## config.mk

```make
export PLATFORM = sky130hd
export DESIGN_NAME = adaptive_illumination_gain
export DESIGN_NICKNAME = d
export VERILOG_FILES = /design/src/illum_pkg.sv /design/src/adaptive_illumination_gain.sv /design/src/pix_fifo.sv
export SDC_FILE = /design/constraint.sdc
export NUM_CORES = 2
export LEC_CHECK = 0
export BUFFER_PORTS_ARGS = -buffer_cell sky130_fd_sc_hd__clkbuf_2
export CORE_MARGIN = 2
export CORE_UTILIZATION = 45
export DETAILED_ROUTE_END_ITERATION = 10
export SKIP_LAST_GASP = 1
export SYNTH_ARGS = -nofsm -noshare
export SYNTH_HDL_FRONTEND = slang
export SYNTH_SLANG_ARGS = --single-unit
```

## constraint.sdc

```tcl
create_clock -name pclk -period 33.4 [get_ports pclk]
set_input_delay 1.67 -clock pclk [delete_from_list [all_inputs] [get_ports pclk]]
set_output_delay 1.67 -clock pclk [all_outputs]
set_load 0.03 [all_outputs]
```

## src/illum_pkg.sv

```systemverilog
// constants for the adaptive illumination gain block
package illum_pkg;
   localparam int PIX_W = 8;                  // bits per colour sample
   localparam int GAIN_W = 10;                // gain, 2.8 fixed point
   localparam int GAIN_FRAC = 8;              // fraction bits of gain
   localparam int CUR_W = 10;                 // led current command width
   localparam int HIST_W = 20;                // clip counter width
   localparam int FIFO_W = 3 * PIX_W;         // one rgb pixel
   localparam int FIFO_D = 16;                // fifo depth
   localparam logic [GAIN_W-1:0] GAIN_ONE = 10'h100;
   localparam logic [GAIN_W-1:0] GAIN_MAX = 10'h3FF;
   localparam logic [PIX_W-1:0] PIX_FULL = 8'hFF;
   localparam logic [CUR_W-1:0] CUR_NOM_RST = 10'h3FF;
   localparam logic [CUR_W-1:0] CUR_MIN_RST = 10'h010;
   localparam logic [HIST_W-1:0] CLIP_RST = 20'h00040;
   localparam logic [7:0] BLEND_RST = 8'h00;
   // register byte offsets
   localparam logic [7:0] OFF_CTRL = 8'h00;   // bit0 enable
   localparam logic [7:0] OFF_BLEND = 8'h04;  // 0 power save .. FF bright
   localparam logic [7:0] OFF_CLIP = 8'h08;   // allowed clipped pixels
   localparam logic [7:0] OFF_CURNOM = 8'h0C; // nominal led current
   localparam logic [7:0] OFF_CURMIN = 8'h10; // minimum led current
   localparam logic [7:0] OFF_GAIN_RG = 8'h14;// applied gains red, green
   localparam logic [7:0] OFF_GAIN_B = 8'h18; // applied gain blue
   localparam logic [7:0] OFF_CUR_RG = 8'h1C; // applied currents r, g
   localparam logic [7:0] OFF_CUR_B = 8'h20;  // applied current b
   localparam logic [7:0] OFF_FRAMES = 8'h24; // frame counter
endpackage

```

## src/adaptive_illumination_gain.sv

```systemverilog
// per-frame adaptive gain and led current control with apb registers
`timescale 1ns/100ps
// Overview of operation
// - analyse each frame, derive three gains
// - multiply every channel pixel by its gain
// - gain chosen so few pixels clip
// - issue red, green, blue led currents
// - gain and led power chosen jointly
// - gain times current keeps white point
// - power extreme keeps brightness, lowers power
// - power never below unchanged-brightness point
// - bright extreme keeps power, raises brightness
// - blend setting picks point between extremes
// - settings steer gain and led power
// - below bright extreme, power falls as channel content dims
// - white content nominal, black minimum at power extreme
module adaptive_illumination_gain (
   input wire logic pclk,                  // clock 100 MHz
   input wire logic presetn,               // async reset, low
   input wire logic psel,                  // apb select
   input wire logic penable,               // apb enable
   input wire logic pwrite,                // apb direction
   input wire logic [7:0] paddr,           // apb byte address
   input wire logic [31:0] pwdata,         // apb write data
   output logic [31:0] prdata,             // apb read data
   output logic pready,                    // apb ready
   output logic pslverr,                   // apb error
   input wire logic pix_valid,             // input pixel valid
   output logic pix_ready,                 // input can accept
   input wire logic [23:0] pix_data,       // r[23:16] g[15:8] b[7:0]
   input wire logic pix_eof,               // last pixel of frame
   output logic out_valid,                 // output pixel valid
   input wire logic out_ready,             // downstream accept
   output logic [23:0] out_data,           // gained pixel
   output logic [29:0] led_current         // r[29:20] g[19:10] b[9:0]
);
   // ----------------------------------------------------------------
   // registers and state
   // ----------------------------------------------------------------
   logic enable;
   logic [7:0] blend;
   logic [illum_pkg::HIST_W-1:0] clip_allow;
   logic [illum_pkg::CUR_W-1:0] cur_nom, cur_min;
   logic [illum_pkg::GAIN_W-1:0] gain [3];    // applied gains
   logic [illum_pkg::CUR_W-1:0] cur [3];      // applied currents
   logic [illum_pkg::HIST_W-1:0] top_cnt [3];
   logic [illum_pkg::PIX_W-1:0] thr [3];
   logic [15:0] frames;
   logic f_valid, f_ready, f_eof;
   logic [23:0] f_data;
   logic in_take;
   logic [31:0] rdmux;
   logic acc;

   // gain = full / peak, 2.8 fixed point, saturated
   function automatic logic [illum_pkg::GAIN_W-1:0] calc_gain(
      input logic [illum_pkg::PIX_W-1:0] pk);
      logic [17:0] q;
      q = 18'h0;
      if (pk == '0) begin
         calc_gain = illum_pkg::GAIN_ONE;
      end else begin
         q = {2'h0, illum_pkg::PIX_FULL, 8'h00} / {10'h000, pk};
         calc_gain = (q > 18'(illum_pkg::GAIN_MAX)) ?
            illum_pkg::GAIN_MAX : q[illum_pkg::GAIN_W-1:0];
      end
   endfunction

   // pixel times gain with saturation
   function automatic logic [illum_pkg::PIX_W-1:0] apply_gain(
      input logic [illum_pkg::PIX_W-1:0] p,
      input logic [illum_pkg::GAIN_W-1:0] g);
      logic [17:0] m;
      m = {10'h000, p} * {8'h00, g};
      if (m[17:illum_pkg::GAIN_FRAC] > 10'(illum_pkg::PIX_FULL)) begin
         apply_gain = illum_pkg::PIX_FULL;
      end else begin
         apply_gain = m[15:illum_pkg::GAIN_FRAC];
      end
   endfunction

   // current: power-save point is nom*peak/full, blended toward nom
   function automatic logic [illum_pkg::CUR_W-1:0] calc_cur(
      input logic [illum_pkg::PIX_W-1:0] pk,
      input logic [illum_pkg::CUR_W-1:0] nom,
      input logic [illum_pkg::CUR_W-1:0] mn,
      input logic [7:0] bl);
      logic [17:0] save;
      logic [17:0] mix;
      save = ({8'h00, nom} * {10'h000, pk}) / 18'(illum_pkg::PIX_FULL);
      if (save < {8'h00, mn}) begin
         save = {8'h00, mn};
      end
      // weights sum to full scale so both blend ends are exact
      mix = (save * {10'h000, ~bl} + {8'h00, nom} * {10'h000, bl}) /
         18'(illum_pkg::PIX_FULL);
      calc_cur = mix[illum_pkg::CUR_W-1:0];
   endfunction

   // ----------------------------------------------------------------
   // apb slave, zero wait
   // ----------------------------------------------------------------
   assign acc = psel && penable && pready;

   // writable settings
   always_ff @(posedge pclk or negedge presetn) begin
      if (!presetn) begin
         enable <= 1'b0;
         blend <= illum_pkg::BLEND_RST;
         clip_allow <= illum_pkg::CLIP_RST;
         cur_nom <= illum_pkg::CUR_NOM_RST;
         cur_min <= illum_pkg::CUR_MIN_RST;
      end else if (acc && pwrite) begin
         unique case (paddr)
            illum_pkg::OFF_CTRL: enable <= pwdata[0];
            illum_pkg::OFF_BLEND: blend <= pwdata[7:0];
            illum_pkg::OFF_CLIP: clip_allow <= pwdata[19:0];
            illum_pkg::OFF_CURNOM: cur_nom <= pwdata[9:0];
            illum_pkg::OFF_CURMIN: cur_min <= pwdata[9:0];
            default: ;
         endcase
      end
   end

   // read multiplexer
   always_comb begin
      rdmux = 32'h0;
      unique case (paddr)
         illum_pkg::OFF_CTRL: rdmux = {31'h0, enable};
         illum_pkg::OFF_BLEND: rdmux = {24'h0, blend};
         illum_pkg::OFF_CLIP: rdmux = {12'h0, clip_allow};
         illum_pkg::OFF_CURNOM: rdmux = {22'h0, cur_nom};
         illum_pkg::OFF_CURMIN: rdmux = {22'h0, cur_min};
         illum_pkg::OFF_GAIN_RG: rdmux = {6'h0, gain[0], 6'h0, gain[1]};
         illum_pkg::OFF_GAIN_B: rdmux = {22'h0, gain[2]};
         illum_pkg::OFF_CUR_RG: rdmux = {6'h0, cur[0], 6'h0, cur[1]};
         illum_pkg::OFF_CUR_B: rdmux = {22'h0, cur[2]};
         illum_pkg::OFF_FRAMES: rdmux = {16'h0, frames};
         default: rdmux = 32'h0;
      endcase
   end

   // read data, error on unmapped or misaligned address
   always_ff @(posedge pclk or negedge presetn) begin
      if (!presetn) begin
         prdata <= 32'h0;
         pslverr <= 1'b0;
         pready <= 1'b0;
      end else begin
         pready <= psel && !penable;
         prdata <= rdmux;
         pslverr <= psel && !penable &&
            (paddr > illum_pkg::OFF_FRAMES || paddr[1:0] != 2'h0);
      end
   end

   // ----------------------------------------------------------------
   // input fifo
   // ----------------------------------------------------------------
   pix_fifo #(.WIDTH(illum_pkg::FIFO_W + 1), .DEPTH(illum_pkg::FIFO_D))
   u_fifo (
      .clk(pclk),
      .rst_n(presetn),
      .in_valid(pix_valid),
      .in_ready(pix_ready),
      .in_data({pix_eof, pix_data}),
      .out_valid(f_valid),
      .out_ready(f_ready),
      .out_data({f_eof, f_data})
   );
   assign f_ready = !out_valid || out_ready; // output stall backs up fifo
   assign in_take = f_valid && f_ready;

   // ----------------------------------------------------------------
   // per channel frame analysis
   // ----------------------------------------------------------------
   genvar c;
   generate
      for (c = 0; c < 3; c++) begin : g_ch
         logic [illum_pkg::PIX_W-1:0] px;
         logic [illum_pkg::PIX_W-1:0] lvl;
         logic [illum_pkg::HIST_W-1:0] next_cnt;
         assign px = f_data[23-8*c -: 8];
         // clip level with this pixel: the first clip_allow pixels above
         // it may clip, after that it follows the running maximum
         always_comb begin
            lvl = thr[c];
            next_cnt = top_cnt[c];
            if (px > thr[c]) begin
               if (top_cnt[c] >= clip_allow) begin
                  lvl = px;
               end else begin
                  next_cnt = top_cnt[c] + 1'b1;
               end
            end
         end
         // level and clip budget per frame, cleared after last pixel
         always_ff @(posedge pclk or negedge presetn) begin
            if (!presetn) begin
               thr[c] <= '0;
               top_cnt[c] <= '0;
            end else if (in_take) begin
               if (f_eof) begin
                  thr[c] <= '0;
                  top_cnt[c] <= '0;
               end else begin
                  thr[c] <= lvl;
                  top_cnt[c] <= next_cnt;
               end
            end
         end
         // joint gain and current update at frame end
         always_ff @(posedge pclk or negedge presetn) begin
            if (!presetn) begin
               gain[c] <= illum_pkg::GAIN_ONE;
               cur[c] <= illum_pkg::CUR_NOM_RST;
            end else if (in_take && f_eof) begin
               if (!enable) begin
                  gain[c] <= illum_pkg::GAIN_ONE;
                  cur[c] <= cur_nom;
               end else begin
                  // gain and current from same peak
                  gain[c] <= calc_gain(lvl);
                  // scaled power keeps brightness
                  // blend keeps power
                  cur[c] <= calc_cur(lvl, cur_nom, cur_min, blend);
               end
            end
         end
      end
   endgenerate

   // ----------------------------------------------------------------
   // pixel path and led command outputs
   // ----------------------------------------------------------------
   always_ff @(posedge pclk or negedge presetn) begin
      if (!presetn) begin
         out_valid <= 1'b0;
         out_data <= 24'h0;
      end else if (f_ready) begin
         out_valid <= f_valid;
         if (in_take) begin
            out_data <= {apply_gain(f_data[23:16], gain[0]),
                         apply_gain(f_data[15:8], gain[1]),
                         apply_gain(f_data[7:0], gain[2])};
         end
      end
   end

   // led commands register one cycle after the currents
   always_ff @(posedge pclk or negedge presetn) begin
      if (!presetn) begin
         led_current <= {3{illum_pkg::CUR_NOM_RST}};
         frames <= 16'h0;
      end else begin
         led_current <= {cur[0], cur[1], cur[2]};
         if (in_take && f_eof) begin
            frames <= frames + 1'b1;
         end
      end
   end

   // ----------------------------------------------------------------
   // checks
   // ----------------------------------------------------------------
   property p_gain_frame;
      @(posedge pclk) disable iff (!presetn)
      !(in_take && f_eof) |=> $stable(gain[0]);
   endproperty
   a_gain_frame: assert property (p_gain_frame)
      else $error("gain changed off frame boundary");
   property p_cur_follow;
      @(posedge pclk) disable iff (!presetn)
      1'b1 |=> led_current[29:20] == $past(cur[0]);
   endproperty
   a_cur_follow: assert property (p_cur_follow)
      else $error("led command lags current");
   property p_sat;
      @(posedge pclk) disable iff (!presetn)
      (in_take && f_data[23:16] == illum_pkg::PIX_FULL &&
       gain[0] >= illum_pkg::GAIN_ONE)
      |=> out_data[23:16] == illum_pkg::PIX_FULL;
   endproperty
   a_sat: assert property (p_sat)
      else $error("full scale pixel not saturated");
   property p_cur_bound;
      @(posedge pclk) disable iff (!presetn)
      enable |-> cur[1] <= cur_nom || $past(in_take && f_eof) == 1'b0;
   endproperty
   a_cur_bound: assert property (p_cur_bound)
      else $error("led current above nominal");
   property p_gain_min;
      @(posedge pclk) disable iff (!presetn)
      gain[2] >= illum_pkg::GAIN_ONE;
   endproperty
   a_gain_min: assert property (p_gain_min)
      else $error("gain below unity");
   property p_apb;
      @(posedge pclk) disable iff (!presetn)
      (psel && !penable) |=> pready;
   endproperty
   a_apb: assert property (p_apb)
      else $error("apb not ready after setup");
   c_frame: cover property (@(posedge pclk) in_take && f_eof);
   c_full: cover property (@(posedge pclk) !pix_ready);
   c_gain: cover property (@(posedge pclk) gain[0] > illum_pkg::GAIN_ONE);
endmodule

```

## src/pix_fifo.sv

```systemverilog
// small synchronous fifo with valid/ready on both sides
`timescale 1ns/100ps
module pix_fifo #(
   parameter int WIDTH = 24,
   parameter int DEPTH = 16
) (
   input wire logic clk,               // clock
   input wire logic rst_n,             // async reset, low
   input wire logic in_valid,          // write request
   output logic in_ready,              // not full
   input wire logic [WIDTH-1:0] in_data, // write data
   output logic out_valid,             // not empty
   input wire logic out_ready,         // read accept
   output logic [WIDTH-1:0] out_data   // head word
);
   localparam int AW = $clog2(DEPTH);
   logic [WIDTH-1:0] mem [DEPTH];
   logic [AW-1:0] wp, rp;
   logic [AW:0] cnt;
   logic [AW:0] next_cnt;
   logic wr, rd;
   assign out_valid = (cnt != '0);
   assign out_data = mem[rp];
   assign wr = in_valid && in_ready;
   assign rd = out_valid && out_ready;
   // storage write
   always_ff @(posedge clk) begin
      if (wr) begin
         mem[wp] <= in_data;
      end
   end
   // fill count after this cycle's write and read
   always_comb begin
      next_cnt = cnt;
      if (wr && !rd) begin
         next_cnt = cnt + 1'b1;
      end else if (rd && !wr) begin
         next_cnt = cnt - 1'b1;
      end
   end

   // pointers, fill count and registered not-full flag
   always_ff @(posedge clk or negedge rst_n) begin
      if (!rst_n) begin
         wp <= '0;
         rp <= '0;
         cnt <= '0;
         in_ready <= 1'b1;
      end else begin
         if (wr) begin
            wp <= wp + 1'b1;
         end
         if (rd) begin
            rp <= rp + 1'b1;
         end
         cnt <= next_cnt;
         in_ready <= (next_cnt != (AW+1)'(DEPTH));
      end
   end
endmodule
```

==> summary.md <==
| Metric | Value |
|---|---|
| Status | complete, no violations |
| Post-synth top flop | edfxtp_1 |
| Crit Reg-Reg Startpoint | u_fifo.rp[0]$_DFFE_PN0P_ |
| WP data arrival | around 33 ns |
| Pre-antenna DRT Iters | 8 |
| Max-slew violation count | 0 |
| Clock-pin slew on the worst setup and hold paths | 0.09 ns |
| First-pass GRT wire length | approximately 470 mm |
| Global Route Usage Sum | approximately 28% |
| R2R depth | around 160 |
| Detailed Route Iter0 Violations | slightly below 7k |
| Longest Clk Path Bufs | 3 |
| Hold_sp | cur[18]$_DFFE_PN1P_ |
| Clock root cell | clkbuf_16 |
| Post-synth EDFFs | 400 |
| CTS tree | built |
| Post-synthesis cell area | 92740 sq um |
| Clock sink count | 706 |
| YS warnings | 0 |
| IO buf count | roughly 140 |
| Max-cap violation count | 0 |
| WS Path Type | register to register |
| Post-synthesis sequential area ratio | about a fifth |
| Area occupied by multi-input gates | about 70000 sq um |
| Max H-tree Level | 3 |
| Largest net degree at the start of global routing | 72 |
| Syn-to-layout area delta | 13.03% |
| Ys async rst share | between 40% and 50% |
| Register area | between 15000 and 20000 sq um |
| Worst r2r dst | gain[10]$_DFFE_PN0P_ |
| Synth unique cells | ~140 |
| Layout cells sized above 1 | about 16% |
| Final ANT Viol Nets | 0 |
| RePlAce Congestion | between 0.9 and 1 |
| Die Height | roughly 460 um |
| Initial antenna violation count | 17 |
| Synth Register Bits | 706 |
| Layout Skew | ~0.09 ns |
| Die footprint | roughly 210000 sq um |
| Cells after Synth | 10.52k |
| Syn Area/Cell | approximately 9 sq um |
| Crit Path Max Fanout | 13 |
| F_max | 31.06 MHz |
| Starting Density | between 40% and 50% |
| Drt wl/cell | 21.90 um |
| Design area | 104800 sq um |
| Commonest non-fill, non-tap cell in the layout | inv_1 |
| Endpoint class of the critical path | register |
| CORE AREA | between 200000 and 250000 sq um |
| Min Tclk post-route | about 32 ns |
| Placed cell areas | between 90000 and 100000 sq um |
| Total gr overflow | 0 |
| Cells on Worst Hold Path | 0 |
| Fin nets | ~12k |
| CP max stage delay | ~0.6 ns |
| DP Wirelength | approximately 230 mm |
| Part of the cycle the worst path needs | between 90% and 100% |
| Row Count | 166 |
| Vias in the first global route | 81.49k |
| Post-CTS Hold Buffers | 0 |
| Unrepaired setup endpoints after global routing | yes |
| Critical Path RT | between 30 and 40 ns |
| Skew-Pair Late Insertion Delay | 0.75 ns |
| Worst-Margin Slew | around 1.4 ns |
| I/O pin count | between 150 and 200 |
| Slowest CP cell | or4_4 |
| Hold Fails Final Rpt | 0 |
| # DRC | 0 |
| Finish-stage setup viols | 0 |
| HP Class | register to register |
| Final wirelength | roughly 300 mm |
| Most frequent cells in the layout | 936 x inv_1, 794 x nand2_1, 784 x nor2_1, 743 x ha_1, 574 x buf_4 |
| Detailed-route via count | around 83k |
| Drt via density | between 6 and 7 |
| Die width | around 460 um |
| Slew margin rel. | 8.313% |
| Worst setup SP type | register |
| Hold EP | led_current[18]$_DFF_PN1_ |
| TritonCTS Buffers | 79 |
| Worst R2R Setup Slack | 1.21 ns |
| Filler cell count | 19.00k |
## metal layers
metal	global-route usage, %	wire [um]	up-vias
li1	-	-	39040
met1	36.85	129600	41130
met2	45.24	138000	2563
met3	3.371	17370	531
met4	13.20	15940	6
met5	0	31	-
## cells by family (layout without fill, tap and decap cells)
logic type / after synthesis / in the layout / share of synthesized area [%]
AND/OR/NAND/NOR: 3610 / 3611 / 19.92
AO/OA/AOI/OAI: 2650 / 2651 / 20.06
adder cells (fa/ha/maj): 1332 / 1332 / 22.35
buffers and inverters: 1328 / 1844 / 5.594
flip-flops: 706 / 706 / 21.31
XOR/XNOR: 492 / 492 / 4.707
multiplexers: 396 / 396 / 6.061
other: 1 / 21 / 0.004044
## synth_stat cells, drive strengths merged, types with 106 or more instances
library cell,number,area (sq um)
ha,781,9772
o211ai,123,950.9
nand2,811,3052
or2,198,1239
xnor2,298,2618
a211oi,147,1149
a21oi,467,2352
mux2i,122,1266
nor2,820,3080
fa,543,10870
a21o,242,1817
nand2b,176,1101
xor2,191,1680
nor3,255,1301
and2,277,1733
mux2,162,1828
nand4,124,782.0
o21a,187,1405
buf,106,596.8
nor2b,243,1520
dfrtp,230,5756
o21ai,508,2554
clkbuf,275,1036
edfxtp,400,12010
inv,947,3555
nand3,245,1231
mux4,112,2526
## critical path: cells and delay by family, from the launching register on
kind | cells | cell delay, ns
AO/OA/AOI/OAI | 74 | 13.22
buffers and inverters | 14 | 2.07
multiplexers | 5 | 1.46
AND/OR/NAND/NOR | 52 | 9.80
flip-flops | 1 | 0.54
adder cells (fa/ha/maj) | 17 | 4.85
## metrics by stage
stage	utilization, %	cells	setup TNS, ns	setup slack, ns	hold WS, ns
after floorplan	-	10520	-0.08055	-0.04146	0.3604
after global placement	48.56	13440	-0.05648	-0.03094	0.3658
after detailed placement	48.56	13440	-1.342	-0.4632	0.3689
after CTS	50.02	13600	0	0.01332	0.3476
after global routing	51.17	13740	-0.8883	-0.4084	0.3443
final	51.18	13740	0	1.206	0.3485
## worst max path at each step
| stage | startpoint | endpoint | cells after the start |
|---|---|---|---|
| final | u_fifo.rp[0]$_DFFE_PN0P_ | gain[10]$_DFFE_PN0P_ | 162 |
| after global placement | u_fifo.rp[0]$_DFFE_PN0P_ | gain[10]$_DFFE_PN0P_ | 163 |
| after detailed placement | u_fifo.rp[0]$_DFFE_PN0P_ | gain[10]$_DFFE_PN0P_ | 163 |
| after global routing | u_fifo.rp[0]$_DFFE_PN0P_ | gain[20]$_DFFE_PN0P_ | 167 |
| after CTS | u_fifo.rp[0]$_DFFE_PN0P_ | gain[0]$_DFFE_PN0P_ | 176 |
| after floorplan | u_fifo.rp[0]$_DFFE_PN0P_ | gain[10]$_DFFE_PN0P_ | 173 |
## area by class of cell
| type | instances | share of cell area [%] |
|---|---|---|
| Multi-Input combinational cell | 8488 | 66.57 |
| Clock inverter | 46 | 0.5957 |
| Clock buffer | 99 | 1.986 |
| Inverter | 947 | 3.397 |
| Tap cell | 2688 | 3.209 |
| Sequential cell | 706 | 18.86 |
| Antenna cell | 15 | 0.03581 |
| Timing Repair Buffer | 752 | 5.341 |
## flip-flops by register name, summed over array words and instances, names as in the netlist, 10 cells and up
| signal | count |
|---|---|
| frames | 16 |
| cur_min | 10 |
| thr | 24 |
| cur_nom | 10 |
| gain | 30 |
| prdata | 26 |
| out_data | 24 |
| clip_allow | 20 |
| top_cnt | 60 |
| u_fifo.mem | 400 |
| cur | 30 |
| led_current | 30 |
## repair_timing
item / CTS / global route
setup endpoints to repair: 3 / 11
pin swaps: 8 / 152
setup buffers: 15 / 122
gates resized for setup: 19 / 310
cloned: 2 / 5
Power is not shown: default switching activity piles up to over one toggle a cycle in this logic, so the estimate is an artifact.
